## src/core/sbcd_pkg.sv

```systemverilog
package sbcd_pkg;

    // Clock and off-time figures
    localparam int CLK_PERIOD_NS = 50;
    localparam int OFF_TIME_NS = 20000;
    localparam int OFF_TIME_CYC = (OFF_TIME_NS + CLK_PERIOD_NS - 1)
        / CLK_PERIOD_NS;
    localparam int OFF_CNT_W = 16;
    localparam logic [15:0] OFF_TIME_RST = 16'(OFF_TIME_CYC);

    // Register byte offsets
    localparam logic [3:0] ADDR_CONTROL = 4'h0;
    localparam logic [3:0] ADDR_OFF_TIME = 4'h4;
    localparam logic [3:0] ADDR_STATUS = 4'h8;
    localparam logic [3:0] ADDR_STEPS = 4'hc;
    localparam logic [3:0] ADDR_TRIPS = 4'h0;

    // Control fields and reset value
    localparam int CTRL_BRAKE_BIT = 0;
    localparam int CTRL_RESTART_BIT = 1;
    localparam logic [31:0] CTRL_RST = 32'h0000_0000;

    // Status field positions
    localparam int STAT_STATE_LSB = 0;
    localparam int STAT_MODE_LSB = 4;
    localparam int STAT_UV_BIT = 8;
    localparam int STAT_BRAKE_BIT = 9;
    localparam int STAT_LIMIT_BIT = 10;
    localparam int STAT_PWM_BIT = 11;

    // Synchroniser lanes and their reset levels
    localparam int SYN_COMM = 0;
    localparam int SYN_TRIP = 1;
    localparam int SYN_BRAKE_N = 2;
    localparam int SYN_UV = 3;
    localparam int SYN_ALIGN_END = 4;
    localparam int SYN_RAMP_END = 5;
    localparam int SYN_PWM = 6;
    localparam int SYN_N = 7;
    localparam logic [6:0] SYN_RST = 7'h0c;

    typedef enum logic [2:0] {
        ST_ALIGN, ST_A, ST_B, ST_C, ST_D, ST_E, ST_F
    } sbcd_comm_type;

    typedef enum logic [1:0] {
        MD_ALIGN, MD_RAMP, MD_RUN
    } sbcd_mode_type;

    typedef struct packed {
        logic low_drive_a;
        logic low_drive_b;
        logic low_drive_c;
        logic high_drive_n_a;
        logic high_drive_n_b;
        logic high_drive_n_c;
    } sbcd_gate_type;

    typedef struct packed {
        logic phase_sense_a;
        logic phase_sense_b;
        logic phase_sense_c;
    } sbcd_sense_type;

    localparam sbcd_gate_type GATES_OFF = 6'h07;
    localparam sbcd_gate_type GATES_BRAKE = 6'h3f;

endpackage

```

## src/core/sbcd_driver.sv

```systemverilog
`timescale 1ns/1ps
// Commutation and gate drive for a sensorless three-phase motor
module sbcd_driver
    import sbcd_pkg::*;
#(
    parameter int OFF_W = OFF_CNT_W
) (
    input wire logic clk,
    input wire logic reset_n,
    // Avalon-MM slave
    input wire logic [3:0] address,
    input wire logic read,
    input wire logic write,
    input wire logic [31:0] writedata,
    output logic [31:0] readdata,
    output logic waitrequest,
    // Pins from the analogue side
    input wire logic commutation_clock_in,
    input wire logic overcurrent_trip,
    input wire logic brake_n,
    input wire logic undervoltage_lockout,
    input wire logic align_end,
    input wire logic ramp_end,
    input wire logic pwm_on,
    // Pins to the bridge and the analogue side
    output sbcd_gate_type gates,
    output sbcd_sense_type sense_select,
    output logic commutation_clock,
    output logic bemf_enable,
    output logic ramp_source_enable,
    output logic undervoltage_flag_n
);

    if (OFF_W < 2 || OFF_W > 16) begin : g_chk
        $error("sbcd_driver: OFF_W must be 2 to 16");
    end

    logic [SYN_N-1:0] syn1_r;
    logic [SYN_N-1:0] syn2_r;
    logic comm_prev_r;
    logic comm_edge;
    logic trip_s;
    logic brake_s;
    logic uv_s;
    logic pwm_s;
    logic restart_req;

    sbcd_comm_type state_r;
    sbcd_comm_type state_nxt;
    sbcd_mode_type mode_r;
    sbcd_mode_type mode_nxt;

    logic [31:0] ctrl_r;
    logic [OFF_W-1:0] off_time_r;
    logic [15:0] steps_r;
    logic [15:0] trips_r;
    logic ack_r;
    logic [31:0] readdata_r;
    logic [31:0] rd_mux;
    logic wr_take;

    logic limit_active;
    logic limit_fire;
    sbcd_gate_type decode_g;
    sbcd_gate_type gates_nxt;
    sbcd_gate_type gates_r;
    sbcd_sense_type sense_nxt;
    sbcd_sense_type sense_r;
    logic comm_out_r;
    logic bemf_en_r;
    logic ramp_en_r;
    logic uv_flag_n_r;

    // Two-flop synchronisers for every pin input
    for (genvar i = 0; i < SYN_N; i++) begin : g_sync
        always_ff @(posedge clk or negedge reset_n) begin
            if (!reset_n) begin
                syn1_r[i] <= SYN_RST[i];
                syn2_r[i] <= SYN_RST[i];
            end else begin
                syn1_r[i] <= (i == SYN_COMM) ? commutation_clock_in :
                    (i == SYN_TRIP) ? overcurrent_trip :
                    (i == SYN_BRAKE_N) ? brake_n :
                    (i == SYN_UV) ? undervoltage_lockout :
                    (i == SYN_ALIGN_END) ? align_end :
                    (i == SYN_RAMP_END) ? ramp_end : pwm_on;
                syn2_r[i] <= syn1_r[i];
            end
        end
    end

    // Synchronised levels and software overrides
    assign trip_s = syn2_r[SYN_TRIP];
    assign uv_s = syn2_r[SYN_UV];
    assign pwm_s = syn2_r[SYN_PWM];
    assign brake_s = !syn2_r[SYN_BRAKE_N] || ctrl_r[CTRL_BRAKE_BIT];
    assign restart_req = wr_take && (address == ADDR_CONTROL)
        && writedata[CTRL_RESTART_BIT];

    // Rising edge of the commutation clock
    always_ff @(posedge clk or negedge reset_n) begin
        if (!reset_n) begin
            comm_prev_r <= 1'b0;
        end else begin
            comm_prev_r <= syn2_r[SYN_COMM];
        end
    end

    assign comm_edge = syn2_r[SYN_COMM] && !comm_prev_r;

    // Start-up sequencing: align, open-loop ramp, then run
    always_comb begin
        mode_nxt = mode_r;
        unique case (mode_r)
            MD_ALIGN: begin
                if (syn2_r[SYN_ALIGN_END]) begin
                    mode_nxt = MD_RAMP;
                end
            end
            MD_RAMP: begin
                if (syn2_r[SYN_RAMP_END]) begin
                    mode_nxt = MD_RUN;
                end
            end
            MD_RUN: begin
                mode_nxt = MD_RUN;
            end
            default: begin
                mode_nxt = MD_ALIGN;
            end
        endcase
        if (uv_s || restart_req) begin
            mode_nxt = MD_ALIGN;
        end
    end

    always_ff @(posedge clk or negedge reset_n) begin
        if (!reset_n) begin
            mode_r <= MD_ALIGN;
        end else begin
            mode_r <= mode_nxt;
        end
    end

    // Six-step commutation, held at align until ramp begins
    always_comb begin
        state_nxt = state_r;
        if (mode_r == MD_ALIGN) begin
            state_nxt = ST_ALIGN;
        end else if (comm_edge) begin
            unique case (state_r)
                ST_ALIGN: state_nxt = ST_A;
                ST_A: state_nxt = ST_B;
                ST_B: state_nxt = ST_C;
                ST_C: state_nxt = ST_D;
                ST_D: state_nxt = ST_E;
                ST_E: state_nxt = ST_F;
                ST_F: state_nxt = ST_A;
                default: state_nxt = ST_ALIGN;
            endcase
        end
    end

    always_ff @(posedge clk or negedge reset_n) begin
        if (!reset_n) begin
            state_r <= ST_ALIGN;
        end else begin
            state_r <= state_nxt;
        end
    end

    // Commutation steps taken since reset or the last clear; a step in the clearing cycle is kept
    always_ff @(posedge clk or negedge reset_n) begin
        if (!reset_n) begin
            steps_r <= 16'h0000;
        end else if (wr_take && address == ADDR_STEPS) begin
            steps_r <= (state_nxt != state_r && state_nxt != ST_ALIGN)
                ? 16'h0001 : 16'h0000;
        end else if (state_nxt != state_r && state_nxt != ST_ALIGN) begin
            steps_r <= steps_r + 16'h0001;
        end
    end

    // State decode; high-side fields are active low
    always_comb begin
        decode_g = GATES_OFF;
        sense_nxt = '0;
        unique case (state_r)
            ST_ALIGN: begin
                decode_g.low_drive_b = 1'b1;
                decode_g.high_drive_n_a = 1'b0;
                decode_g.high_drive_n_c = 1'b0;
            end
            ST_A: begin
                decode_g.low_drive_c = 1'b1;
                decode_g.high_drive_n_a = 1'b0;
                sense_nxt.phase_sense_b = 1'b1;
            end
            ST_B: begin
                decode_g.low_drive_c = 1'b1;
                decode_g.high_drive_n_b = 1'b0;
                sense_nxt.phase_sense_a = 1'b1;
            end
            ST_C: begin
                decode_g.low_drive_a = 1'b1;
                decode_g.high_drive_n_b = 1'b0;
                sense_nxt.phase_sense_c = 1'b1;
            end
            ST_D: begin
                decode_g.low_drive_a = 1'b1;
                decode_g.high_drive_n_c = 1'b0;
                sense_nxt.phase_sense_b = 1'b1;
            end
            ST_E: begin
                decode_g.low_drive_b = 1'b1;
                decode_g.high_drive_n_c = 1'b0;
                sense_nxt.phase_sense_a = 1'b1;
            end
            ST_F: begin
                decode_g.low_drive_b = 1'b1;
                decode_g.high_drive_n_a = 1'b0;
                sense_nxt.phase_sense_c = 1'b1;
            end
            default: begin
                decode_g = GATES_OFF;
            end
        endcase
    end

    // Current-limit off-time one-shot
    sbcd_oneshot #(
        .CNT_W(OFF_W)
    ) u_oneshot (
        .clk(clk),
        .reset_n(reset_n),
        .trip(trip_s),
        .off_cycles(off_time_r),
        .active(limit_active),
        .fire(limit_fire)
    );

    // Final gate combination in priority order
    always_comb begin
        gates_nxt = decode_g;
        if (!pwm_s || limit_active) begin
            gates_nxt.low_drive_a = 1'b0;
            gates_nxt.low_drive_b = 1'b0;
            gates_nxt.low_drive_c = 1'b0;
        end
        if (brake_s) begin
            gates_nxt = GATES_BRAKE;
        end
        if (uv_s) begin
            gates_nxt = GATES_OFF;
        end
    end

    // Registered pin drive
    always_ff @(posedge clk or negedge reset_n) begin
        if (!reset_n) begin
            gates_r <= GATES_OFF;
            sense_r <= '0;
        end else begin
            gates_r <= gates_nxt;
            sense_r <= sense_nxt;
        end
    end

    // Mode-derived analogue enables, commutation clock and undervoltage flag
    always_ff @(posedge clk or negedge reset_n) begin
        if (!reset_n) begin
            comm_out_r <= 1'b0;
            bemf_en_r <= 1'b0;
            ramp_en_r <= 1'b0;
            uv_flag_n_r <= 1'b0;
        end else begin
            comm_out_r <= syn2_r[SYN_COMM];
            bemf_en_r <= (mode_nxt == MD_RUN);
            ramp_en_r <= (mode_nxt == MD_RAMP);
            uv_flag_n_r <= !uv_s;
        end
    end

    assign gates = gates_r;
    assign sense_select = sense_r;
    assign commutation_clock = comm_out_r;
    assign bemf_enable = bemf_en_r;
    assign ramp_source_enable = ramp_en_r;
    assign undervoltage_flag_n = uv_flag_n_r;

    // Bus handshake: one wait cycle per access
    assign waitrequest = (read || write) && !ack_r;
    assign wr_take = write && ack_r;

    always_ff @(posedge clk or negedge reset_n) begin
        if (!reset_n) begin
            ack_r <= 1'b0;
        end else begin
            ack_r <= (read || write) && !ack_r;
        end
    end

    // Control and off-time registers
    always_ff @(posedge clk or negedge reset_n) begin
        if (!reset_n) begin
            ctrl_r <= CTRL_RST;
            off_time_r <= OFF_W'(OFF_TIME_RST);
        end else if (wr_take) begin
            if (address == ADDR_CONTROL) begin
                ctrl_r <= 32'(writedata[CTRL_BRAKE_BIT]);
            end
            if (address == ADDR_OFF_TIME) begin
                off_time_r <= writedata[OFF_W-1:0];
            end
        end
    end

    // Trip counter; a trip in the clearing cycle is kept
    always_ff @(posedge clk or negedge reset_n) begin
        if (!reset_n) begin
            trips_r <= 16'h0000;
        end else if (wr_take && address == ADDR_STEPS) begin
            trips_r <= limit_fire ? 16'h0001 : 16'h0000;
        end else if (limit_fire && trips_r != 16'hffff) begin
            trips_r <= trips_r + 16'h0001;
        end
    end

    // Read multiplexer
    always_comb begin
        rd_mux = 32'h0000_0000;
        unique case (address)
            ADDR_CONTROL: rd_mux = ctrl_r;
            ADDR_OFF_TIME: rd_mux = 32'(off_time_r);
            ADDR_STATUS: begin
                rd_mux[STAT_STATE_LSB +: 3] = state_r;
                rd_mux[STAT_MODE_LSB +: 2] = mode_r;
                rd_mux[STAT_UV_BIT] = uv_s;
                rd_mux[STAT_BRAKE_BIT] = brake_s;
                rd_mux[STAT_LIMIT_BIT] = limit_active;
                rd_mux[STAT_PWM_BIT] = pwm_s;
            end
            ADDR_STEPS: rd_mux = {trips_r, steps_r};
            default: rd_mux = 32'h0000_0000;
        endcase
    end

    // Read data captured in the wait cycle, held for the answer
    always_ff @(posedge clk or negedge reset_n) begin
        if (!reset_n) begin
            readdata_r <= 32'h0000_0000;
        end else if (read && !ack_r) begin
            readdata_r <= rd_mux;
        end
    end

    assign readdata = readdata_r;

endmodule

```

## src/core/sbcd_oneshot.sv

```systemverilog
`timescale 1ns/1ps
// Fixed off-time one-shot for the current limit
module sbcd_oneshot
    import sbcd_pkg::*;
#(
    parameter int CNT_W = OFF_CNT_W
) (
    input wire logic clk,
    input wire logic reset_n,
    input wire logic trip,
    input wire logic [CNT_W-1:0] off_cycles,
    output logic active,
    output logic fire
);

    logic [CNT_W-1:0] count_r;

    if (CNT_W < 2 || CNT_W > 32) begin : g_chk
        $error("sbcd_oneshot: CNT_W must be 2 to 32");
    end

    // Start only when idle; a held trip restarts after the period
    assign fire = trip && (count_r == '0);
    assign active = (count_r != '0);

    // Count down the off period, zero setting acts as one cycle
    always_ff @(posedge clk or negedge reset_n) begin
        if (!reset_n) begin
            count_r <= '0;
        end else if (fire) begin
            count_r <= (off_cycles == '0) ? CNT_W'(1) : off_cycles;
        end else if (count_r != '0) begin
            count_r <= count_r - CNT_W'(1);
        end
    end

endmodule

```

## config.mk

```make
export PLATFORM = sky130hd
export DESIGN_NAME = sbcd_driver
export DESIGN_NICKNAME = d
export VERILOG_FILES = /design/src/core/sbcd_pkg.sv /design/src/core/sbcd_driver.sv /design/src/core/sbcd_oneshot.sv
export SDC_FILE = /design/constraint.sdc
export NUM_CORES = 1
export LEC_CHECK = 0
export ABC_AREA = 1
export BUFFER_PORTS_ARGS = -buffer_cell sky130_fd_sc_hd__buf_4
export CORE_MARGIN = 10
export CORE_UTILIZATION = 30
export DETAILED_ROUTE_END_ITERATION = 7
export PLACE_DENSITY = 0.53
export SYNTH_ARGS = -nofsm -noshare
export SYNTH_HDL_FRONTEND = slang
export SYNTH_HIERARCHICAL = 1
export SYNTH_SLANG_ARGS = --single-unit
```

## constraint.sdc

```tcl
create_clock -name clk -period 2.4 [get_ports clk]
set_input_delay 0.24 -clock clk [delete_from_list [all_inputs] [get_ports clk]]
set_output_delay 0.24 -clock clk [all_outputs]
set_load 0.1 [all_outputs]
```

---- Yosys cells after proc, flatten, opt, wreduce, memory -nomap -nowiden ----
Cells that the tools add are included.
storage, ports and cells
  input port bits ......................... 47
  output and inout bits ................... 46
  register bits ........................... 130
operators by class
  reduce and logical (&&, ||, !) cells .... 41
  mux-type cells .......................... 34
  equal/unequal tests ..................... 15
  add/sub/neg operators ................... 3
operators with widths
  cell                                                                   count
  16-bit 2-to-1 mux                                                      7
  20-bit case mux with 2 select lines                                    1
  16-bit by 1-bit adder with 16-bit output (second input constant)       2
  16-bit logical NOT                                                     2
  3-bit case mux with 6 select lines                                     1
  16-bit != test (second input constant)                                 1
  16-bit nonzero test                                                    1
  16-bit by 1-bit subtractor with 16-bit output (second input constant)  1
  2-bit OR reduction                                                     7
  6-bit 2-to-1 mux                                                       2
  2-bit case mux with 3 select lines                                     2
  3-bit case mux with 4 select lines                                     1
  4-bit case mux with 3 select lines                                     1
  1-bit 2-to-1 mux                                                       11
  1-bit logical AND                                                      10
  3-bit == test (second input constant)                                  3
  3-bit 2-to-1 mux                                                       3
  3-bit OR reduction                                                     3
  4-bit == test (second input constant)                                  2
  3-bit by 2-bit == test with 1-bit output (second input constant)       2
  2-bit 2-to-1 mux                                                       3
  2-bit nonzero test                                                     3
  1-bit logical NOT                                                      5
  2-bit by 1-bit == test with 1-bit output (second input constant)       2
  other kinds (12)                                                       17

---- Longest topological paths before layout ----
Gate-level depths: netlist of run 1.
  depth after elaboration ................. 9
  depth in mapped cells ................... 11
  depth with buffers taken out ............ 11

---- Hierarchy ----
Netlist of run 1, hierarchy kept.
modules (own cells, without submodules)
  module        sequential area each (µm²)  area each (µm²)  times used  cells each
  sbcd_driver   2,865.2                     5,326.4          1           594
  sbcd_oneshot  400.4                       1,237.4          1           179

---- Least setup slack after synthesis of run 1 ----
Ideal clock, no wire load.
  path type ............................... register -> register
  from .................................... reg ack_r
  to ...................................... reg ack_r
  period minus slack after synthesis ...... 1,933 ps
  library setup time ...................... 267 ps
  required time ........................... 2,133 ps
  setup slack ............................. 467 ps
  arrival ................................. 1,666 ps
  stages on the path, launching flop included .. 2
  path through ............................ dfrtp_1 nor2_1
on the way
  cells in the longest elaborated chain, start to end .. 2
RTL lines
  item                      line                source
  start: declaration        sbcd_driver.sv:57   logic ack_r;
  start signal: assignment  sbcd_driver.sv:299  ack_r <= (read || write) && !ack_r;
  1-bit logical NOT         -
  1-bit logical AND         -
  net waitrequest           sbcd_driver.sv:16   output logic waitrequest,
The timed path passes the listed nets, and every way through them passes these cells.
A chain may end at the register's enable or synchronous reset.

---- Final worst setup path of run 1 ----
  from .................................... reg u_oneshot.count_r[0]
  to ...................................... reg trips_r[8]
on the way
  cells in the longest elaborated chain, start to end .. 4
RTL lines
  item                          line                source
  start: declaration            sbcd_oneshot.sv:16  logic [CNT_W-1:0] count_r;
  start signal: assignment      sbcd_oneshot.sv:31  count_r <= (off_cycles == '0) ? CNT_W'(1) : off_cycles;
  start signal: assignment      sbcd_oneshot.sv:33  count_r <= count_r - CNT_W'(1);
  16-bit logical NOT            sbcd_oneshot.sv:23  assign fire = trip && (count_r == '0);
  1-bit logical AND             sbcd_oneshot.sv:23
  net limit_fire                sbcd_driver.sv:63   logic limit_fire;
  1-bit logical AND             sbcd_driver.sv:324  end else if (limit_fire && trips_r != 16'hffff) begin
  2-bit nonzero test (no line)  -
  end signal: assignment        sbcd_driver.sv:323  trips_r <= limit_fire ? 16'h0001 : 16'h0000;
  end signal: assignment        sbcd_driver.sv:325  trips_r <= trips_r + 16'h0001;
  end: declaration              sbcd_driver.sv:56   logic [15:0] trips_r;
The timed path passes the listed nets, and every way through them passes these cells.

==> metrics, run 1 <==
status finished, final reports clean; Final Hold Violating Endpoints 0; P&R area growth vs syn 24.42%; Initial Utilization 30.26%; Slowest-stage cell, CP dfrtp_1; peak fanout along the critical path 12; placer congestion estimate 0.8521; CP required 2.70 ns; TritonRoute pass-1 iters 5; maximum clock frequency 0.4620 GHz; power per cell area 904.8 nW/um^2; DPL Wire Length 13.24 mm; Static Leak 3.862 nW; share of the synthesized area in the top cell type 45.75%; Core Area 21690 sq um; max incr delay on CP 0.37 ns; Cell Area, Synth 6564 sq um; Setup TNS 0 ns; IO Port Bufs 76; wire per inst 15.40 microns; initial antenna violation count 0; Synth Area in Simple Gates 29.62%; Yosys reg bits 130; residual DRC count 0; DIE AREA 28200 sq um; IO Count 93; synthesized netlist cell count 773; Die H 167.9 microns; sequential cell area fraction in the yosys report 49.75%; initial drt markers 308; Root Buffer clkbuf_16; Synth async-reset ratio 100.0%; top_reg_cell synth dfrtp_1; vias per cell 4.583; worst hold-check path type in2reg; CTS buffer count 17; Post-DRT Antenna Nets 0; Max Clock Skew 0.006138 ns; delay-heaviest family, CP simple AND/OR/NAND/NOR gates; worst skew pair latency 0.42 ns; XOR/XNOR share of the synthesized area 3.202%; Yosys top cell by area dfrtp_1; most frequent cell after synthesis nand2_1; die width 167.9 microns; post-synthesis mux area share 2.745%; fin crit period 2.165 ns; main combinational cell family by area after synthesis simple AND/OR/NAND/NOR gates; Reg clk slew, reported paths 0.05 ns; CP endpoint kind flop; fin nets 921; Compound-Gate Fraction of Synth Area 8.654%; H-Tree Depth 4; max-capacitance violation count 0; Clock Path Buffers 2; largest net degree at the start of global routing 63; Worst setup SP type flop; maximum vdd drop 0.0005391 V; first-pass GRT wire length 29.41 mm; Bufs and invs on worst path 2; Total Routed Length 17.92 mm; top cells by area, synth dfrtp_1 (46%), nand2_1 (14%), nor2_1 (4.2%); Critical Path, Cell by Cell inv_1 -> ha_1 -> nand2_1 -> nor2_1 -> nand4_1 -> nor2_1 -> inv_1 -> nor2_4 -> nor2_8 -> nand2_1 -> nand2_1; worst-margin pin slew 0.6933 ns; Slew Limit Fails 0; Post-synth EDFFs 0; vias in the first global route 5401; RSZ-0062 raised after global routing no; Tcrit/Tclk final 90.19%; Unique masters post-synth 41; most numerous cell on the critical path nand2_1; synthesized area per cell 8.491 sq um; Synth Area in Adders 0.7625%; Sink Count 130; Synth Net Count 824; Slew HR 53.71%; GRT Overall Usage 12.92%; Vias 5330; share of layout cells above drive strength 1 20.50%; row count 54; gr ovfl total 0; yosys warns 6; final setup fails 0; CTS tree yes; antenna cells 0; hold_ws 0.05554 ns; Setup CP Type reg2reg; Synth top cells by count nand2_1 (250), dfrtp_1 (120), nor2_1 (74), inv_1 (55), nand3_1 (44); crit path DAT 2.47 ns; FILL cells 2231
## path summary, 6_finish.rpt
check / from / endpoint / slack, ns / cells after the start
max: u_oneshot/count_r[0] / trips_r[8] / 0.24 / 11
min: writedata[6] / off_time_r[6] / 0.06 / 2
max reg2reg: u_oneshot/count_r[0] / trips_r[8] / 0.24 / 11
min reg2reg: syn1_r[6] / pwm_s / 0.35 / 0
max in group asynchronous: reset_n / off_time_r[4] / 1.32 / 3
min in group asynchronous: reset_n / readdata[27] / 0.36 / 2
## power breakdown
group / switching, W / internal, W / total [W] / leakage [nW]
clock: 0.000923 / 0.00174 / 0.00267 / 0.296
sequential: 0.000390 / 0.00254 / 0.00293 / 1.67
combinational: 0.00120 / 0.000602 / 0.00180 / 1.89
total: 0.00251 / 0.00488 / 0.00739 / 3.86
## sequential cells by signal, summed over array words and instances, names as in the netlist, 2 cells and up
register	count
gates	6
mode_r	2
u_oneshot/count_r	16
syn2_r	4
readdata	32
trips_r	16
syn1_r	7
sense_select	3
state_r	3
steps_r	16
off_time_r	16
## cell families after synthesis
logic type	count (synthesis)
XOR/XNOR	24
AO/OA/AOI/OAI	93
buffers and inverters	79
adder cells (fa/ha/maj)	4
multiplexers	14
AND/OR/NAND/NOR	429
flip-flops	130
## through the flow
step	cells	worst slack [ns]	power, W	utilization [%]	instance area, sq um
finish	1163	0.2354	0.007389	37.65	8167
floorplan	773	0.4673	0.004226	-	6564
CTS	1163	0.2627	0.007466	37.65	8167
detailed placement	1123	0.2614	0.004745	34.50	7483
global placement	1123	0.2822	0.004727	34.50	7483
global route	1163	0.04792	0.007811	37.65	8167
## final cells by class
cell class | instances | area (sq um) | share of cell area (%)
inverters | 60 | 230.2 | 2.819
well taps | 280 | 350.3 | 4.290
multi-input cells | 564 | 2953 | 36.16
flip-flops and latches | 130 | 3266 | 39.99
repair buffers | 97 | 764.5 | 9.361
clock buffers | 27 | 503.0 | 6.159
clock inverters | 5 | 100.1 | 1.226
## layer usage
metal | GRT usage (%) | routed length [microns] | vias to the layer above
met1 | 16.81 | 8555 | 2510
met5 | 0 | 0 | -
met2 | 20.32 | 8375 | 96
met4 | 3.899 | 203 | 0
met3 | 3.679 | 781 | 16
li1 | - | - | 2708
## cells in the final DEF (no fill, tap or decap), types with 4 or more instances in the layout
cell type      instances
nand2_1              250
dfrtp_1              120
buf_4                 87
nor2_1                74
inv_1                 55
nand3_1               44
o21ai_0               35
a21oi_1               21
xor2_1                20
clkbuf_16             17
nand4_1               16
o31ai_1               13
nor2_4                12
dfstp_2               10
a31oi_1                8
nand3b_1               8
mux2_2                 8
dlygate4sd3_1          8
nor2_2                 7
nor3_1                 6
mux2_4                 6
o21ai_2                6
clkbuf_1               6
a211oi_1               4
inv_2                  4
xnor2_1                4
ha_1                   4
clkbuf_8               4
## what timing repair did
action / 4_1_cts / 5_1_grt
hold buffers: 8 / 0
setup buffers: 0 / 0
hold endpoints to repair: 59 / 0
gates resized for setup: 0 / 0
Note: power is estimated with default switching activity, not from simulation.
==> run 2: changes to the inputs <==
--- a/config.mk
+++ b/config.mk
@@ -11,6 +11,7 @@
 export CORE_UTILIZATION = 30
 export DETAILED_ROUTE_END_ITERATION = 7
 export PLACE_DENSITY = 0.53
+export REMOVE_ABC_BUFFERS = 1
 export SYNTH_ARGS = -nofsm -noshare
 export SYNTH_HDL_FRONTEND = slang
 export SYNTH_HIERARCHICAL = 1
==> metrics, run 2 (synthesis gave the netlist of run 1 again) <==
fin crit period 2.065 ns (was 2.165 ns); worst hold-check path type in2reg (unchanged); Vias 5360 (was 5330); max-capacitance violation count 0 (unchanged); TritonRoute pass-1 iters 5 (unchanged); worst skew pair latency 0.42 ns (about the same); initial drt markers 315 (was 308); hold-fix buffer count after cts 8 (unchanged); vias in the first global route 5412 (was 5401); status finished, final reports clean (unchanged); max incr delay on CP 0.37 ns (about the same); die width 167.9 microns (unchanged); Total Routed Length 17.60 mm (was 17.92 mm); post-CTS resize count 0 (unchanged); final setup fails 0 (unchanged); initial antenna violation count 0 (unchanged); maximum clock frequency 0.4843 GHz (was 0.4620 GHz); peak fanout along the critical path 10 (was 12); setup bufs post-CTS 0 (unchanged); hold_ws 0.05440 ns (was 0.05554 ns); IO Port Bufs 76 (unchanged); most numerous cell on the critical path nand2_1 (unchanged); Root Buffer clkbuf_16 (unchanged); RSZ-0062 raised after global routing no (unchanged); gr ovfl total 0 (unchanged); dpl cells 1124 (was 1123); final cell count without fillers 1164 (was 1163); Critical Path, Cell by Cell inv_1 -> ha_1 -> nand2_1 -> nor2_1 -> nand4_1 -> nor2_1 -> inv_1 -> nor2_4 -> buf_4 -> nor2_8 -> nand2_1 -> nand2_1 (was inv_1 -> ha_1 -> nand2_1 -> nor2_1 -> nand4_1 -> nor2_1 -> inv_1 -> nor2_4 -> nor2_8 -> nand2_1 -> nand2_1); Core Area 21690 sq um (unchanged); highest layer used for signal routing met4 (unchanged); IO Count 93 (unchanged); Final Hold Violating Endpoints 0 (unchanged); Setup TNS 0 ns (unchanged); commonest non-fill, non-tap cell in the layout nand2_1 (unchanged); first-pass GRT wire length 29.34 mm (was 29.41 mm); power per cell area 916.6 nW/um^2 (was 904.8 nW/um^2); Slew Limit Fails 0 (unchanged); placer congestion estimate 0.8650 (was 0.8521); Post-DRT Antenna Nets 0 (unchanged); Sink Count 130 (unchanged); CP required 2.71 ns (was 2.70 ns); antenna cells 0 (unchanged); Setup CP Type reg2reg (unchanged); worst-margin pin slew 0.7290 ns (was 0.6933 ns); largest net degree at the start of global routing 56 (was 63); Max Clock Skew 0.01007 ns (was 0.006138 ns); Slowest-stage cell, CP dfrtp_1 (unchanged); Initial Utilization 30.26% (unchanged); H-Tree Depth 4 (unchanged); Worst setup SP type flop (unchanged); row count 54 (unchanged); Reg clk slew, reported paths 0.06 ns (was 0.05 ns); CTS buffer count 17 (unchanged); GRT Overall Usage 12.85% (was 12.92%); metal1 wirelength 8.350 mm (was 8.555 mm); most frequent cells in the layout nand2_1 (250), dfrtp_1 (120), buf_4 (88) (was nand2_1 (250), dfrtp_1 (120), buf_4 (87)); Die H 167.9 microns (unchanged); delay-heaviest family, CP simple AND/OR/NAND/NOR gates (unchanged); residual DRC count 0 (unchanged); Slew HR 51.33% (was 53.71%); wire per inst 15.12 microns (was 15.40 microns); CP endpoint kind flop (unchanged); Setup WS pre-CTS 0.3397 ns (was 0.2614 ns); Power Total 0.007537 W (was 0.007389 W); vias per cell 4.605 (was 4.583); Bufs and invs on worst path 3 (was 2); fin nets 922 (was 921); Tcrit/Tclk final 86.03% (was 90.19%); Clock Path Buffers 2 (unchanged); CTS tree yes (unchanged); Static Leak 3.880 nW (was 3.862 nW); Largest register FFs 32 (unchanged); DPL Wire Length 13.06 mm (was 13.24 mm); share of layout cells above drive strength 1 21.15% (was 20.50%); crit path DAT 2.37 ns (was 2.47 ns); DIE AREA 28200 sq um (unchanged); FILL cells 2185 (was 2231); Setup WS post-layout 0.3352 ns (was 0.2354 ns); DR WL met3 761 microns (was 781 microns); P&R area growth vs syn 25.28% (was 24.42%); maximum vdd drop 0.0004684 V (was 0.0005391 V); met2 wire len 8.256 mm (was 8.375 mm)
[run 2: path summary, 6_finish.rpt]
kind / to / startpoint / cells past startpoint / slack (ns)
max: trips_r[13] / u_oneshot/count_r[0] / 12 / 0.34
min: off_time_r[12] / writedata[12] / 2 / 0.05
max reg2reg: trips_r[13] / u_oneshot/count_r[0] / 12 / 0.34
min reg2reg: syn2_r[0] / syn1_r[0] / 0 / 0.35
max in group asynchronous: off_time_r[7] / reset_n / 3 / 1.34
min in group asynchronous: trips_r[15] / reset_n / 2 / 0.35
[run 2: per-layer routing]
layer  vias to the layer above  global-route usage, %
li1                       2721                      -
met3                        16                  3.353
met4                         0                  3.974
met1                      2518                  16.97
met5                         -                      0
met2                       105                  20.10
[run 2: power breakdown]
group | total (W) | internal [W] | switching [W]
registers | 0.00291 | 0.00254 | 0.000375
clock network | 0.00285 | 0.00187 | 0.000979
logic | 0.00178 | 0.000592 | 0.00119
total | 0.00754 | 0.00500 | 0.00254
[run 2: stage by stage]
step                      cell area, sq um  utilization, %
final                                 8223           37.91
after CTS                             8223           37.91
after detailed placement              7491           34.54
after floorplan                       6449               -
after global routing                  8223           37.91
after global placement                7491           34.54
[run 2: worst register-to-register path, stage by stage, from the launching register on]
cell and delay, ns:
dfrtp_1 0.37, inv_1 0.14, ha_1 0.21, nand2_1 0.07, nor2_1 0.13, nand4_1 0.14, nor2_1 0.28, inv_1 0.14
nor2_4 0.13, buf_4 0.17, nor2_8 0.06, nand2_1 0.06, nand2_1 0.05
[run 2: final cells by class]
type,instances,area [sq um],area share (%)
sequential,130,3266,39.71
multi-input combinational,564,2953,35.91
timing repair buffer,98,772.0,9.388
clock buffer,19,442.9,5.386
tap,280,350.3,4.260
inverter,60,230.2,2.800
clock inverter,13,209.0,2.541
==> run 3: changes to the inputs <==
--- a/config.mk
+++ b/config.mk
@@ -14,5 +14,4 @@
 export REMOVE_ABC_BUFFERS = 1
 export SYNTH_ARGS = -nofsm -noshare
 export SYNTH_HDL_FRONTEND = slang
-export SYNTH_HIERARCHICAL = 1
 export SYNTH_SLANG_ARGS = --single-unit
==> metrics, run 3 <==
IO Count 93 (unchanged); Unique masters post-synth 40 (was 41); Yosys top cell by area dfrtp_1 (unchanged); post-CTS resize count 0 (unchanged); IO Port Bufs 76 (unchanged); most frequent cells in the layout nand2_1 (243), dfrtp_1 (120), buf_4 (87) (was nand2_1 (250), dfrtp_1 (120), buf_4 (88)); Sink Count 130 (unchanged); FILL cells 2187 (was 2185); yosys warns 0 (was 6); Setup CP Type reg2reg (unchanged); Initial Utilization 30.83% (was 30.26%); maximum vdd drop 0.0005120 V (was 0.0004684 V); fin nets 944 (was 922); hold-fix buffer count after cts 8 (unchanged); Max Clock Skew 0.01107 ns (was 0.01007 ns); final setup fails 0 (unchanged); most frequent cell after synthesis nand2_1 (unchanged); Post-DRT Antenna Nets 0 (unchanged); maximum clock frequency 0.5078 GHz (was 0.4843 GHz); Slew HR 64.23% (was 51.33%); status finished, final reports clean (unchanged); peak fanout along the critical path 17 (was 10); H-Tree Depth 4 (unchanged); share of the synthesized area in the top cell type 45.90% (was 45.75%); RSZ-0062 raised after global routing no (unchanged); worst skew pair latency 0.43 ns (was 0.42 ns); Largest register FFs 32 (unchanged); Cell Area, Synth 6543 sq um (was 6564 sq um); residual DRC count 0 (unchanged); power per cell area 864.3 nW/um^2 (was 916.6 nW/um^2); Post-synth EDFFs 0 (unchanged); Slowest-stage cell, CP dfrtp_1 (unchanged); P&R area growth vs syn 24.29% (was 25.28%); max incr delay on CP 0.40 ns (was 0.37 ns); die width 167.7 microns (was 167.9 microns); synthesized area per cell 8.168 sq um (was 8.491 sq um); Synth top cells by count nand2_1 (243), dfrtp_1 (120), nor2_1 (85), inv_1 (67), nand3_1 (52) (was nand2_1 (250), dfrtp_1 (120), nor2_1 (74), inv_1 (55), nand3_1 (44)); Die H 167.7 microns (was 167.9 microns); Clock Path Buffers 2 (unchanged); Reg power frac 40.4% (was 38.6%); largest net degree at the start of global routing 59 (was 56); Tcrit/Tclk final 82.06% (was 86.03%); CP endpoint kind flop (unchanged); antenna cells 0 (unchanged); Core Area 21220 sq um (was 21690 sq um); max-capacitance violation count 0 (unchanged); share of layout cells above drive strength 1 19.18% (was 21.15%); vias in the first global route 5577 (was 5412); initial drt markers 306 (was 315); most numerous cell on the critical path nand2_1 (unchanged); wire per inst 15.35 microns (was 15.12 microns); Total Routed Length 18.15 mm (was 17.60 mm); vias per cell 4.645 (was 4.605); initial antenna violation count 0 (unchanged); worst-margin pin slew 0.5310 ns (was 0.7290 ns); fin crit period 1.969 ns (was 2.065 ns); top_reg_cell synth dfrtp_1 (unchanged); Reg area 3266 sq um (unchanged); DPL Wire Length 13.43 mm (was 13.06 mm); DIE AREA 28110 sq um (was 28200 sq um); worst hold-check path type in2reg (unchanged); Worst setup SP type flop (unchanged); CTS buffer count 17 (unchanged); top cells by area, synth dfrtp_1 (46%), nand2_1 (14%), nor2_1 (4.9%) (was dfrtp_1 (46%), nand2_1 (14%), nor2_1 (4.2%)); GRT Overall Usage 13.22% (was 12.85%); crit path DAT 2.33 ns (was 2.37 ns); Clock Power Share 38.8% (was 37.8%); Synth async-reset ratio 100.0% (unchanged); Bufs and invs on worst path 2 (was 3); Reg clk slew, reported paths 0.06 ns (about the same); Static Leak 3.908 nW (was 3.880 nW); Slew Limit Fails 0 (unchanged); sequential cell area fraction in the yosys report 49.91% (was 49.75%); first-pass GRT wire length 30.05 mm (was 29.34 mm); Root Buffer clkbuf_16 (unchanged); Setup WS pre-CTS 0.3722 ns (was 0.3397 ns); TritonRoute pass-1 iters 5 (unchanged); row count 53 (was 54); net switching power figure 0.002412 W (was 0.002540 W); setup bufs post-CTS 0 (unchanged); Setup WS post-layout 0.4306 ns (was 0.3352 ns); Yosys reg bits 130 (unchanged); Final Util 38.32% (was 37.91%); gr ovfl total 0 (unchanged); cell-internal power 0.004615 W (was 0.004996 W); Sw Share 34.33% (was 33.71%); Final Hold Violating Endpoints 0 (unchanged); CP required 2.76 ns (was 2.71 ns); Critical Path, Cell by Cell inv_1 -> ha_1 -> nand3_2 -> nor2_4 -> nand3_4 -> clkinv_2 -> nand2_8 -> nand2_2 -> nand2_1 -> nand2_1 (was inv_1 -> ha_1 -> nand2_1 -> nor2_1 -> nand4_1 -> nor2_1 -> inv_1 -> nor2_4 -> buf_4 -> nor2_8 -> nand2_1 -> nand2_1); CTS tree yes (unchanged); commonest non-fill, non-tap cell in the layout nand2_1 (unchanged); delay-heaviest family, CP simple AND/OR/NAND/NOR gates (unchanged); Vias 5490 (was 5360); Logic pwr share 20.8% (was 23.6%); footprint of the multi-input gates 2860 sq um (was 2953 sq um); placer congestion estimate 0.8676 (was 0.8650); synthesized netlist cell count 801 (was 773)
-- run 3: cell types whose count changed after synthesis, sizes merged, moves of 4 or more --
cell    previous run  this run
o31ai             13         2
clkbuf             5        11
nor3               7         0
inv               59        72
nand3             46        65
o22ai              1         5
mux2              14         1
a21oi             21        37
xnor2              4         0
xor2              20        26
-- run 3: per-stage QoR --
stage	std cells	setup TNS, ns	cell area [sq um]	hold WS, ns	total power [W]
floorplan	778	-5.961	6405	-0.05559	0.003849
global placement	1142	0	7436	0.2179	0.004322
detailed placement	1142	0	7436	0.2144	0.004328
CTS	1182	0	8132	0.03173	0.007095
global route	1182	0	8132	0.03935	0.007410
finish	1182	0	8132	0.04711	0.007028
-- run 3: layer usage --
metal / vias up / routed length (microns) / track usage [%]
met2: 97 / 8634 / 20.95
li1: 2768 / - / -
met3: 13 / 622 / 3.020
met4: 0 / 248 / 4.466
met1: 2612 / 8643 / 17.33
met5: - / 0 / 0
-- run 3: logic make-up (layout without fill, tap and decap cells) --
family / count (synthesis) / after routing / synth area share, %
flip-flops: 130 / 130 / 49.91
AND/OR/NAND/NOR: 439 / 439 / 30.43
multiplexers: 1 / 1 / 0.1721
buffers and inverters: 97 / 203 / 6.406
XOR/XNOR: 26 / 26 / 3.481
AO/OA/AOI/OAI: 105 / 105 / 9.027
adder cells (fa/ha/maj): 3 / 3 / 0.5738
-- run 3: path summary, 6_finish.rpt --
check	cells past startpoint	end	slack (ns)	startpoint
min in group asynchronous	2	gates[5]	0.32	reset_n
max	10	trips_r[5]	0.43	u_oneshot.count_r[0]
max in group asynchronous	3	off_time_r[7]	1.33	reset_n
max reg2reg	10	trips_r[5]	0.43	u_oneshot.count_r[0]
min	2	off_time_r[2]	0.05	writedata[2]
min reg2reg	0	trip_s	0.35	syn1_r[1]
-- run 3: worst register-to-register path, delay by kind of cell (launching register included) --
family | cells | cell delay (ns)
adders and majority gates | 1 | 0.20
buffers and inverters | 2 | 0.30
DFF | 1 | 0.40
and+or+nand+nor | 7 | 1.00
-- run 3: cell type report --
cell class / count / area share, %
flip-flops and latches: 130 / 40.16
multi-input cells: 574 / 35.17
repair buffers: 97 / 9.401
clock buffers: 18 / 5.401
well taps: 275 / 4.231
inverters: 74 / 3.462
clock inverters: 14 / 2.170
-- run 3: power groups by stage --
stage               sequential [W]  clock [W]  combinational (W)
floorplan                  0.00313          0           0.000720
global placement           0.00287          0            0.00145
detailed placement         0.00286          0            0.00146
CTS                        0.00284    0.00278            0.00148
global route               0.00288    0.00288            0.00164
finish                     0.00284    0.00273            0.00146
